## config.mk

```make
export PLATFORM = sky130hd
export DESIGN_NAME = monitor_config_alert_mask
export DESIGN_NICKNAME = d
export VERILOG_FILES = /design/src/rtl/monitor_pkg.sv /design/src/rtl/result_if.sv /design/src/rtl/result_slice.sv /design/src/rtl/monitor_config_alert_mask.sv
export SDC_FILE = /design/constraint.sdc
export NUM_CORES = 1
export LEC_CHECK = 0
export BUFFER_PORTS_ARGS = -buffer_cell sky130_fd_sc_hd__buf_2
export CAP_MARGIN = 20
export CORE_AREA = 8 8 106 108
export CTS_CLUSTER_DIAMETER = 200
export DETAILED_ROUTE_END_ITERATION = 12
export DIE_AREA = 0 0 114 116
export GPL_TIMING_DRIVEN = 0
export PLACE_DENSITY_LB_ADDON = 0.05
export SYNTH_ARGS = -nofsm -noshare
export SYNTH_HDL_FRONTEND = slang
export SYNTH_HIERARCHICAL = 1
export SYNTH_SLANG_ARGS = --single-unit
```

## constraint.sdc

```tcl
create_clock -name sys_clk -period 2 [get_ports sys_clk]
set_input_delay 0.1 -clock sys_clk [delete_from_list [all_inputs] [get_ports sys_clk]]
set_output_delay 0.1 -clock sys_clk [all_outputs]
set_load 0.005 [all_outputs]
```

## src/rtl/monitor_pkg.sv

```systemverilog
// constants and types shared by the monitor register bank files
package monitor_pkg;

  // ************************************************************
  // register offsets
  // ************************************************************
  localparam logic [7:0] CFG2_OFF = 8'h73;
  localparam logic [7:0] MASK1_OFF = 8'h74;
  localparam logic [7:0] MASK2_OFF = 8'h75;
  localparam logic [7:0] LOWBITS_OFF = 8'h76;
  // high-byte result registers of the four voltage readings
  localparam logic [7:0] HI_V25_OFF = 8'h20;
  localparam logic [7:0] HI_CORE_OFF = 8'h21;
  localparam logic [7:0] HI_OWN_OFF = 8'h22;
  localparam logic [7:0] HI_V5_OFF = 8'h23;

  // ************************************************************
  // reset values
  // ************************************************************
  localparam logic [7:0] CFG2_RST = 8'h00;
  localparam logic [7:0] MASK1_RST = 8'h00;
  localparam logic [7:0] MASK2_RST = 8'h00;
  localparam logic [9:0] RESULT_RST = 10'h000;
  localparam logic [7:0] UNMAPPED_READ = 8'h00;

  // ************************************************************
  // field positions
  // ************************************************************
  localparam int FAN_SEL_LSB = 0;
  localparam int AVERAGING_BIT = 4;
  localparam int BYPASS_BIT = 5;
  localparam int SINGLE_BIT = 6;
  localparam int UNLOCK_BIT = 7;
  localparam int OVERTEMP_MASK_BIT = 1;
  localparam int CHAN_SEL_LSB = 5;
  localparam int NUM_VOLT = 4;

  // ************************************************************
  // single-channel select codes
  // ************************************************************
  typedef enum logic [2:0] {
    CH_V25 = 3'h0,
    CH_CORE = 3'h1,
    CH_OWN = 3'h2,
    CH_V5 = 3'h3,
    CH_V12 = 3'h4,
    CH_REMOTE1 = 3'h5,
    CH_LOCAL = 3'h6,
    CH_REMOTE2 = 3'h7
  } channel_t;

endpackage

```

## src/rtl/result_if.sv

```systemverilog
// one voltage reading travelling between the bank and its holding slice
`timescale 1ns/1ps
interface result_if;
  logic sample_valid;
  logic [9:0] sample;
  logic freeze;
  logic [9:0] value;

  modport owner (output sample_valid, output sample, output freeze, input value);
  modport slice (input sample_valid, input sample, input freeze, output value);
endinterface

```

## src/rtl/result_slice.sv

```systemverilog
// holding register for one 10-bit reading, stalled while frozen
`timescale 1ns/1ps
module result_slice (
  input wire logic sys_clk,
  input wire logic reset,
  result_if.slice res
);

  logic [9:0] value_ff;
  logic [9:0] nxt_value;

  // new samples land only while the reading is not frozen
  assign nxt_value = (res.sample_valid && !res.freeze) ? res.sample : value_ff;

  // ************************************************************
  // storage
  // ************************************************************
  always_ff @(posedge sys_clk) begin
    if (reset) begin
      value_ff <= monitor_pkg::RESULT_RST;
    end else begin
      value_ff <= nxt_value;
    end
  end

  assign res.value = value_ff;

  chk_frozen_hold: assert property (@(posedge sys_clk) disable iff (reset)
    res.freeze |=> value_ff == $past(value_ff))
    else $error("frozen reading changed");
endmodule

```

## src/rtl/monitor_config_alert_mask.sv

```systemverilog
// configuration, alert mask and extended-resolution register bank
`timescale 1ns/1ps
// What this block does
// - bits 3:0 of the configuration register pick two-wire (1) or pulse (0) sensing per fan.
// - configuration bit 4 set turns off measurement averaging.
// - configuration bit 5 set bypasses the attenuators on the four voltage inputs.
// - configuration bit 6 set puts the converter in single-channel mode.
// - in single-channel mode bits 7:5 of the fan 1 minimum high byte pick the channel.
// - first mask bits 0 to 6 suppress the alert for the seven voltage and temp channels.
// - second mask bits only act while bit 7 of the first mask is set.
// - second mask bit 0 suppresses the alert for the 12 V channel.
// - second mask bit 1 masks overtemperature and is read-only to the host.
// - second mask bits 2 to 5 suppress the alert for fan faults 1 to 4.
// - second mask bits 6 and 7 suppress the alert for diode faults on remotes 1 and 2.
// - the low-bits register shows the two LSBs of 2.5 V, core, own supply and 5 V.
// - reading the low-bits register freezes it and the high bytes until those are read.
// - the alert pin works only while the alert_enable input is high.
module monitor_config_alert_mask (
  input wire logic sys_clk,
  input wire logic reset,
  input wire logic [7:0] reg_addr,
  input wire logic reg_wr,
  input wire logic [7:0] reg_wdata,
  input wire logic reg_rd,
  output logic [7:0] reg_rdata_ff,
  input wire logic [3:0] volt_valid,
  input wire logic [39:0] volt_sample,
  input wire logic [7:0] fan1_min_high,
  input wire logic test2_ext_start,
  input wire logic fan_pulse_input1,
  input wire logic [7:0] limit_viol,
  input wire logic overtemp,
  input wire logic [3:0] fan_fault,
  input wire logic [1:0] diode_fault,
  input wire logic alert_enable,
  output logic [3:0] fan_two_wire_ff,
  output logic averaging_disable_ff,
  output logic attenuator_bypass_ff,
  output logic single_channel_mode_ff,
  output monitor_pkg::channel_t convert_channel_ff,
  output logic convert_start_ff,
  output logic alert_n_ff,
  output logic alert_oe_ff
);

  logic [7:0] cfg2_ff;
  logic [7:0] mask1_ff;
  logic [7:0] mask2_ff;
  logic [3:0] freeze_ff;
  logic pulse_prev_ff;
  logic [7:0] nxt_rdata;
  logic [3:0] nxt_freeze;
  logic [9:0] volt_value [4];
  wire wr_cfg2 = reg_wr && (reg_addr == monitor_pkg::CFG2_OFF);
  wire wr_mask1 = reg_wr && (reg_addr == monitor_pkg::MASK1_OFF);
  wire wr_mask2 = reg_wr && (reg_addr == monitor_pkg::MASK2_OFF);
  wire rd_low = reg_rd && (reg_addr == monitor_pkg::LOWBITS_OFF);
  wire [3:0] rd_high;
  wire [7:0] low_bits;
  wire [7:0] m2_eff;
  wire [15:0] unmasked;
  wire any_unmasked;
  wire pulse_rise;

  // ************************************************************
  // reading slices
  // ************************************************************
  result_if res_if [monitor_pkg::NUM_VOLT] ();

  // per-channel freeze and high-byte read decode
  for (genvar g = 0; g < monitor_pkg::NUM_VOLT; g++) begin : g_volt
    assign rd_high[g] = reg_rd && (reg_addr == monitor_pkg::HI_V25_OFF + 8'(g));
    assign nxt_freeze[g] = rd_low ? 1'b1 : (rd_high[g] ? 1'b0 : freeze_ff[g]);
    assign res_if[g].sample_valid = volt_valid[g];
    assign res_if[g].sample = volt_sample[g*10 +: 10];
    assign res_if[g].freeze = freeze_ff[g] || rd_low;
    assign volt_value[g] = res_if[g].value;
    result_slice u_slice (
      .sys_clk(sys_clk),
      .reset(reset),
      .res(res_if[g])
    );
  end

  // low bits of the four readings, 2.5 V in the bottom pair
  assign low_bits = {volt_value[3][1:0], volt_value[2][1:0],
                     volt_value[1][1:0], volt_value[0][1:0]};

  // ************************************************************
  // register read mux
  // ************************************************************
  always_comb begin
    unique case (reg_addr)
      monitor_pkg::CFG2_OFF: nxt_rdata = cfg2_ff;
      monitor_pkg::MASK1_OFF: nxt_rdata = mask1_ff;
      monitor_pkg::MASK2_OFF: nxt_rdata = mask2_ff;
      monitor_pkg::LOWBITS_OFF: nxt_rdata = low_bits;
      monitor_pkg::HI_V25_OFF: nxt_rdata = volt_value[0][9:2];
      monitor_pkg::HI_CORE_OFF: nxt_rdata = volt_value[1][9:2];
      monitor_pkg::HI_OWN_OFF: nxt_rdata = volt_value[2][9:2];
      monitor_pkg::HI_V5_OFF: nxt_rdata = volt_value[3][9:2];
      default: nxt_rdata = monitor_pkg::UNMAPPED_READ;
    endcase
  end

  // ************************************************************
  // alert gating
  // ************************************************************
  // second mask acts only while unlocked
  assign m2_eff = mask1_ff[monitor_pkg::UNLOCK_BIT] ? mask2_ff : 8'h00;
  assign unmasked[6:0] = limit_viol[6:0] & ~mask1_ff[6:0];
  assign unmasked[7] = limit_viol[7] & ~m2_eff[0];
  assign unmasked[8] = overtemp & ~m2_eff[monitor_pkg::OVERTEMP_MASK_BIT];
  assign unmasked[12:9] = fan_fault & ~m2_eff[5:2];
  assign unmasked[14:13] = diode_fault & ~m2_eff[7:6];
  assign unmasked[15] = 1'b0;
  assign any_unmasked = |unmasked;
  assign pulse_rise = fan_pulse_input1 && !pulse_prev_ff;

  // ************************************************************
  // host registers
  // ************************************************************
  always_ff @(posedge sys_clk) begin
    if (reset) begin
      cfg2_ff <= monitor_pkg::CFG2_RST;
      mask1_ff <= monitor_pkg::MASK1_RST;
      mask2_ff <= monitor_pkg::MASK2_RST;
    end else begin
      if (wr_cfg2) begin
        cfg2_ff <= reg_wdata;
      end
      if (wr_mask1) begin
        mask1_ff <= reg_wdata;
      end
      if (wr_mask2) begin
        mask2_ff <= {reg_wdata[7:2], mask2_ff[1], reg_wdata[0]};
      end
    end
  end

  // freeze flags and read data
  always_ff @(posedge sys_clk) begin
    if (reset) begin
      freeze_ff <= 4'h0;
      reg_rdata_ff <= 8'h00;
    end else begin
      freeze_ff <= nxt_freeze;
      reg_rdata_ff <= reg_rd ? nxt_rdata : reg_rdata_ff;
    end
  end

  // ************************************************************
  // outputs to the converter, fan sensing and alert pin
  // ************************************************************
  always_ff @(posedge sys_clk) begin
    if (reset) begin
      fan_two_wire_ff <= 4'h0;
      averaging_disable_ff <= 1'b0;
      attenuator_bypass_ff <= 1'b0;
      single_channel_mode_ff <= 1'b0;
      convert_channel_ff <= monitor_pkg::CH_V25;
      convert_start_ff <= 1'b0;
      pulse_prev_ff <= 1'b0;
      alert_n_ff <= 1'b1;
      alert_oe_ff <= 1'b0;
    end else begin
      fan_two_wire_ff <= cfg2_ff[monitor_pkg::FAN_SEL_LSB +: 4];
      averaging_disable_ff <= cfg2_ff[monitor_pkg::AVERAGING_BIT];
      attenuator_bypass_ff <= cfg2_ff[monitor_pkg::BYPASS_BIT];
      single_channel_mode_ff <= cfg2_ff[monitor_pkg::SINGLE_BIT];
      // all eight codes are legal, 000 and 111 included
      convert_channel_ff <= monitor_pkg::channel_t'(
        fan1_min_high[monitor_pkg::CHAN_SEL_LSB +: 3]);
      pulse_prev_ff <= fan_pulse_input1;
      convert_start_ff <= pulse_rise && test2_ext_start &&
        cfg2_ff[monitor_pkg::SINGLE_BIT];
      alert_n_ff <= !(alert_enable && any_unmasked);
      alert_oe_ff <= alert_enable;
    end
  end

  // ************************************************************
  // assertions
  // ************************************************************
  chk_fan_select: assert property (@(posedge sys_clk) disable iff (reset)
    wr_cfg2 |=> ##1 fan_two_wire_ff == $past(reg_wdata[3:0], 2))
    else $error("fan sensing select not taken from config");
  chk_averaging_off: assert property (@(posedge sys_clk) disable iff (reset)
    wr_cfg2 ##1 !wr_cfg2 |=> averaging_disable_ff == $past(reg_wdata[4], 2))
    else $error("averaging control wrong");
  chk_attenuator_bypass_bypass: assert property (@(posedge sys_clk) disable iff (reset)
    ##1 attenuator_bypass_ff == $past(cfg2_ff[5]))
    else $error("attenuator bypass wrong");
  chk_single_mode: assert property (@(posedge sys_clk) disable iff (reset)
    ##1 single_channel_mode_ff == $past(cfg2_ff[6]))
    else $error("single channel mode wrong");
  chk_chan_code: assert property (@(posedge sys_clk) disable iff (reset)
    ##1 convert_channel_ff == $past(fan1_min_high[7:5]))
    else $error("channel select wrong");
  chk_ext_start: assert property (@(posedge sys_clk) disable iff (reset)
    convert_start_ff |-> $past(test2_ext_start) && $past(cfg2_ff[6])
      && $past(fan_pulse_input1, 1)
      && !$past(fan_pulse_input1, 2))
    else $error("conversion start without external edge");
  chk_first_mask: assert property (@(posedge sys_clk) disable iff (reset)
    alert_enable && ((limit_viol[6:0] & ~mask1_ff[6:0]) != 7'h00) |=> !alert_n_ff)
    else $error("unmasked channel did not alert");
  chk_unlock_gate: assert property (@(posedge sys_clk) disable iff (reset)
    alert_enable && !mask1_ff[7] && (fan_fault != 4'h0) |=> !alert_n_ff)
    else $error("second mask acted while locked");
  chk_ovt_readonly: assert property (@(posedge sys_clk) disable iff (reset)
    wr_mask2 |=> mask2_ff[1] == $past(mask2_ff[1]))
    else $error("overtemp mask bit changed by write");
  chk_low_bits: assert property (@(posedge sys_clk) disable iff (reset)
    rd_low |=> reg_rdata_ff == $past(low_bits))
    else $error("low bits read wrong");
  chk_freeze_set: assert property (@(posedge sys_clk) disable iff (reset)
    rd_low |=> freeze_ff == 4'hF ##1 (freeze_ff != 4'h0 || $past(|rd_high)))
    else $error("low bits read did not freeze readings");
  chk_alert_quiet: assert property (@(posedge sys_clk) disable iff (reset)
    !alert_enable |=> alert_n_ff && !alert_oe_ff)
    else $error("alert active while pin disabled");
  chk_alert_clear: assert property (@(posedge sys_clk) disable iff (reset)
    !any_unmasked |=> alert_n_ff)
    else $error("alert without unmasked condition");

  cov_alert: cover property (@(posedge sys_clk) disable iff (reset) !alert_n_ff);
  cov_freeze: cover property (@(posedge sys_clk) disable iff (reset) rd_low ##[1:20] rd_high[0]);
  cov_ext_start: cover property (@(posedge sys_clk) disable iff (reset) convert_start_ff);
endmodule

```

# == After elaboration in Yosys (flattened, before gate mapping) ==
# Index checks and enable logic that the tools add are counted.
# op_classes
n_eq_ne,8
n_mux,10
n_bitwise,10
n_reduce_logical,31
# ops
op,count
one-hot mux 8 bit (8 select lines),1
"== test 8 x 6 -> 1 bit, second input constant",4
"== test 8 x 7 -> 1 bit, second input constant",4
logical AND 1 bit,16
OR reduction 15 bit,1
2-to-1 mux 1 bit,8
2-to-1 mux 8 bit,1
nonzero test 2 bit,4
AND 7 bit,1
NOT 7 bit,1
zero test 1 bit,6
AND 4 bit,1
logical OR 1 bit,4
NOT 4 bit,1
AND 1 bit,2
AND 2 bit,1
NOT 1 bit,2
NOT 2 bit,1
# totals
register_bits,89
in_bits,90
out_inout_bits,21

# == Longest topological paths before layout ==
# logic_depth
depth_word,6
mapped_depth,8
mapped_depth_nobuf,6

# == Cells and area by module ==
# The synthesis kept the hierarchy.
# by_module_without_submodules
mod,n_inst,cells_per_inst,area_each_um2
monitor_config_alert_mask,1,270,2508.7
result_slice,4,46,471.7

# == Least setup slack after synthesis ==
# OpenSTA, ideal clock, no wires.
# synth_path
path_kind,input to register
startpoint,input reg_addr[7]
endpoint,register g_volt[0].u_slice.value_ff[0]
setup_time_ns,0.118
arrival_ns,1.558
path_slack_ns,0.324
stages,8
n_path_buf,2
cell_sequence,or3b_1 clkbuf_1 nor2_2 nand3_1 nand2b_1 buf_2 nand4bb_1 o21ai_1
# synth_between
elab_chain_cells,5
# synth_lines
item,line,text
start: declaration,monitor_config_alert_mask.sv:21,"input wire logic [7:0] reg_addr,"
== test 8 x 7 -> 1 bit,monitor_config_alert_mask.sv:57,wire rd_low = reg_rd && (reg_addr == monitor_pkg::LOWBITS_OFF);
logical AND 1 bit,monitor_config_alert_mask.sv:57,
logical OR 1 bit,monitor_config_alert_mask.sv:76,assign res_if[g].freeze = freeze_ff[g] || rd_low;
net res_if[0].freeze,result_if.sv:6,logic freeze;
zero test 1 bit,result_slice.sv:13,assign nxt_value = (res.sample_valid && !res.freeze) ? res.sample : value_ff;
logical AND 1 bit,result_slice.sv:13,
end signal: assignment,result_slice.sv:20,value_ff <= monitor_pkg::RESULT_RST;
end signal: assignment,result_slice.sv:22,value_ff <= nxt_value;
end: declaration,result_slice.sv:9,logic [9:0] value_ff;
# The timed path passes the listed nets, and every way through them passes these cells.
# A chain may end at the register's enable or synchronous reset.

# == Final worst setup path ==
# layout_path
startpoint,input reg_addr[7]
endpoint,register g_volt[3].u_slice.value_ff[9]
# layout_between
elab_chain_cells,5
# layout_lines
item,line
== test 8 x 7 -> 1 bit,monitor_config_alert_mask.sv:57
logical AND 1 bit,monitor_config_alert_mask.sv:57
logical OR 1 bit,monitor_config_alert_mask.sv:76
net res_if[3].freeze,result_if.sv:6
zero test 1 bit,result_slice.sv:13
logical AND 1 bit,result_slice.sv:13
end signal: assignment,result_slice.sv:20
end signal: assignment,result_slice.sv:22
end: declaration,result_slice.sv:9
# The timed path passes the listed nets, and every way through them passes these cells.

==> summary.txt <==
Setup path
  • Slowest stage cell, crit path: or3b_1
  • Top fanout value on the critical path: 10
  • CP arrival: 2.00 ns
  • WP data required: 2.25 ns
  • Buffers & Inverters on Critical Path: 3
  • Crit-path cells: buf_2, or3b_1, clkbuf_1, nor2_4, nand3_1, nand2b_1, buf_2, nand4bb_1, o21ai_1
  • WP depth: 9
  • Crit Reg-Reg Startpoint: mask1_ff[7]
  • Worst setup path class: input port to flip-flop
  • Most frequent CP cell: buf_2
  • Slowest cell delay on critical path: 0.37 ns
  • Flop2flop setup slack: 0.50 ns
  • Worst Setup End Kind: flip-flop
  • Startpoint types: input port
  • Setup crit start: reg_addr[7]
  • Crit path max-delay family: simple AND/OR/NAND/NOR gates
  • Cells on worst reg2reg path: 4
  • Worst r2r dst: alert_n_ff

Synth
  • Synth Register Bits: 89
  • Unique masters post-synth: 49
  • Gate count after technology mapping: 454
  • Post-synth top flop: dfxtp_1
  • Largest area contributor in the netlist: dfxtp_1
  • Top post-synthesis cells by area: dfxtp_1 41%, nand4bb_1 10%, mux2i_1 8.4%, nand2b_1 6.5%, o21ai_1 4.6%
  • Number of synthesized flops with an enable pin: 0
  • Most numerous cell in the Yosys netlist: dfxtp_1
  • Syn_nets: 544
  • Synthesis warning total: 6
  • Fraction of registers with async set/reset: 0
  • Share of the synthesized area in the top cell type: 0.405
  • Sequential fraction of the synthesis area: 0.405
  • Most instantiated cells after synthesis: 89 x dfxtp_1, 46 x nand2b_1, 40 x nand4bb_1, 40 x o21ai_1, 37 x mux2i_1
  • Syn Area/Cell: 9.68 um2
  • Cell Area, Synth: 0.00440 mm2

Layout
  • Area of the multi-input gates: 0.00231 mm2
  • Ant diodes: 0
  • Ratio of cells with drive above 1 in the final layout: 0.262
  • Area growth, synth to finish: 22.3%
  • Sequential Area: 0.00178 mm2
  • Nets@finish: 668
  • Final core utilization: 0.563
  • Post-route insts no fill: 716
  • Fillcell total: 898

Floorplanning
  • Row count: 36
  • Die Area: 0.0132 mm2
  • Die H: 116 um
  • Die W: 114 um
  • Initial Util: 0.460
  • Core region area: 0.00955 mm2
  • IO Pins: 111

STA
  • F_max: 0.573 GHz
  • WHS: 0.00717 ns
  • Max-slew headroom: 0.555
  • # setup viols final: 0
  • Hold Fails Final Rpt: 0
  • Worst setup margin: 0.255 ns
  • Slew Viols, Final: 0
  • Unrepaired setup endpoints after global routing: no
  • Worst-margin pin slew: 0.665 ns
  • Final Cycle Share: 0.873
  • Setup Skew: 0.0173 ns
  • Min Clock Period, post-route: 1.75 ns

Power
  • Sw Ratio: 0.271
  • Clock power share: 0.338
  • Worst VDD drop: 0.000360 V
  • Gate power share: 0.121
  • Total Power: 3440 uW
  • P_leak: 0.00219 uW
  • Psw: 933 uW
  • Power per cell area: 639 mW/mm2
  • Seq pwr share: 0.541
  • Cell internal pwr: 2510 uW

Clock network
  • CTS tree: done
  • Total CTS buffers: 9
  • Clock-pin slew on the worst setup and hold paths: 0.10 ns
  • CTS H-tree depth: 3
  • Maximum root-to-sink buffer count: 2
  • Root Buffer: clkbuf_8
  • Clk sinks: 89
  • Worst-skew pair later-pin latency: 0.37 ns

Global routing
  • Vias in the first global route: 3869
  • Gr ovfl total: 0
  • Initial antenna violation count: 0
  • First-pass GRT wire length: 19800 um
  • Gr usage total: 0.190
  • Largest net degree at the start of global routing: 18

Placed design
  • Place WS: -0.210 ns
  • Placer Congestion: 0.863
  • HPWL Detailed: 9500 um
  • Post-Place Cells: 689
  • Port Buffers: 102

Drt
  • Detail Route Antenna Nets: 0
  • Drt pass-1 iters: 4
  • Iter 0 DRT Violations: 224
  • WL final: 12200 um
  • DR WL/cell: 17.1 um
  • Detailed-route vias per instance: 5.31
  • Vias post-DR: 3799
  • Residual DRC: 0

Worst hold path
  • Hold Crit Endpoint: mask1_ff[7]
  • Worst Hold Class: input port to flip-flop
  • Origin of the worst min-delay path: reg_wdata[7]
  • Min-Delay Path Depth: 3

Job
  • Max cap viols: 0

Outcome
  • Status: complete, no violations
[cell usage in the layout, fill, tap and decap left out, types with 2 or more instances in the layout]
cell type      Yosys  final
o21ai_0            4      4
dfxtp_1           89     89
clkinv_4           0      3
or2_2              2      2
a22oi_1            8      8
buf_6             10     10
nor3b_1            2      2
dlygate4sd3_1      0     11
nand4_1            4      4
nor2b_1           18     18
o22ai_1            6      6
a21oi_1            5      5
nand3_1            3      3
o21ai_1           40     40
o211ai_1          14     14
buf_2             10    112
inv_1             14     14
nor2_1            29     29
nand2b_1          46     46
or4_1              2      2
nand4bb_1         40     40
clkinvlp_4         0      2
o2bb2ai_1         14     14
mux2i_1           37     37
buf_4              6      6
a22o_1             8      8
nand2_1           11     11
clkbuf_1           7      7
a31oi_1            2      2
clkbuf_8           1     10
[worst register-to-register path: cells and delay by family (launching register included)]
family          cells  cell delay [ns]
simple gates        2             0.58
flops               1             0.42
compound gates      2             0.45
[power by group through the flow]
stage / registers [uW] / clock network [uW] / logic, uW
2_1_floorplan: 1890 / 0 / 237
3_3_place_gp: 1900 / 0 / 391
3_5_place_dp: 1900 / 0 / 398
4_1_cts: 1860 / 1190 / 416
5_1_grt: 1870 / 1260 / 463
6_report: 1860 / 1160 / 416
[registers in the layout, indices dropped and copies added (netlist names), 3 cells and up]
name and count:
cfg2_ff 8, convert_channel_ff 3, fan_two_wire_ff 4, freeze_ff 4, g_volt.u_slice/res.value 40, mask1_ff 8, mask2_ff 7, reg_rdata_ff 8
[metal layers]
layer,vias up,GRT usage,wire (um)
li1,1917,-,-
met1,1737,0.261,6030
met2,134,0.287,5170
met3,11,0.0433,861
met4,0,0.0639,165
met5,-,0,0
[metrics by stage]
stage / TNS [ns] / area, um2
4_1_cts: 0 / 5370
3_3_place_gp: -6.25 / 5070
2_1_floorplan: 0 / 4400
5_1_grt: 0 / 5380
6_report: 0 / 5380
3_5_place_dp: -6.46 / 5070
[cell type report]
class                      instances  area share
clock inverter                     7      0.0123
sequential                        89       0.331
clock buffer                       9      0.0230
timing repair buffer             113       0.115
multi-input combinational        315       0.429
buffer                            36      0.0484
tap                              133      0.0309
inverter                          14     0.00977
[worst max path at each step]
| stage | to | slack, ns |
|---|---|---|
| finish | g_volt[3].u_slice/res.value[9] | 0.25 |
| detailed placement | g_volt[3].u_slice/res.value[9] | -0.21 |
| global placement | g_volt[3].u_slice/res.value[9] | -0.21 |
| global route | g_volt[3].u_slice/res.value[2] | 0.1 |
| floorplan | g_volt[0].u_slice/res.value[0] | 0.32 |
| CTS | g_volt[3].u_slice/res.value[9] | 0.17 |
[logic make-up (layout without fill, tap and decap cells)]
family                 count (synthesis)  after routing  share of synthesized area
multiplexers                          37             37                     0.0843
flip-flops                            89             89                      0.405
AND/OR/NAND/NOR                      169            169                      0.270
AO/OA/AOI/OAI                        109            109                      0.169
buffers and inverters                 50            179                     0.0712
[timing repair]
action                                  in CTS  in global routing
hold buffers                                11                  0
endpoints found under the setup margin       0                  6
setup buffers                                0                  0
endpoints found under the hold margin       16                  0
resized for setup                            0                  1
(Power assumes the default switching activity.)
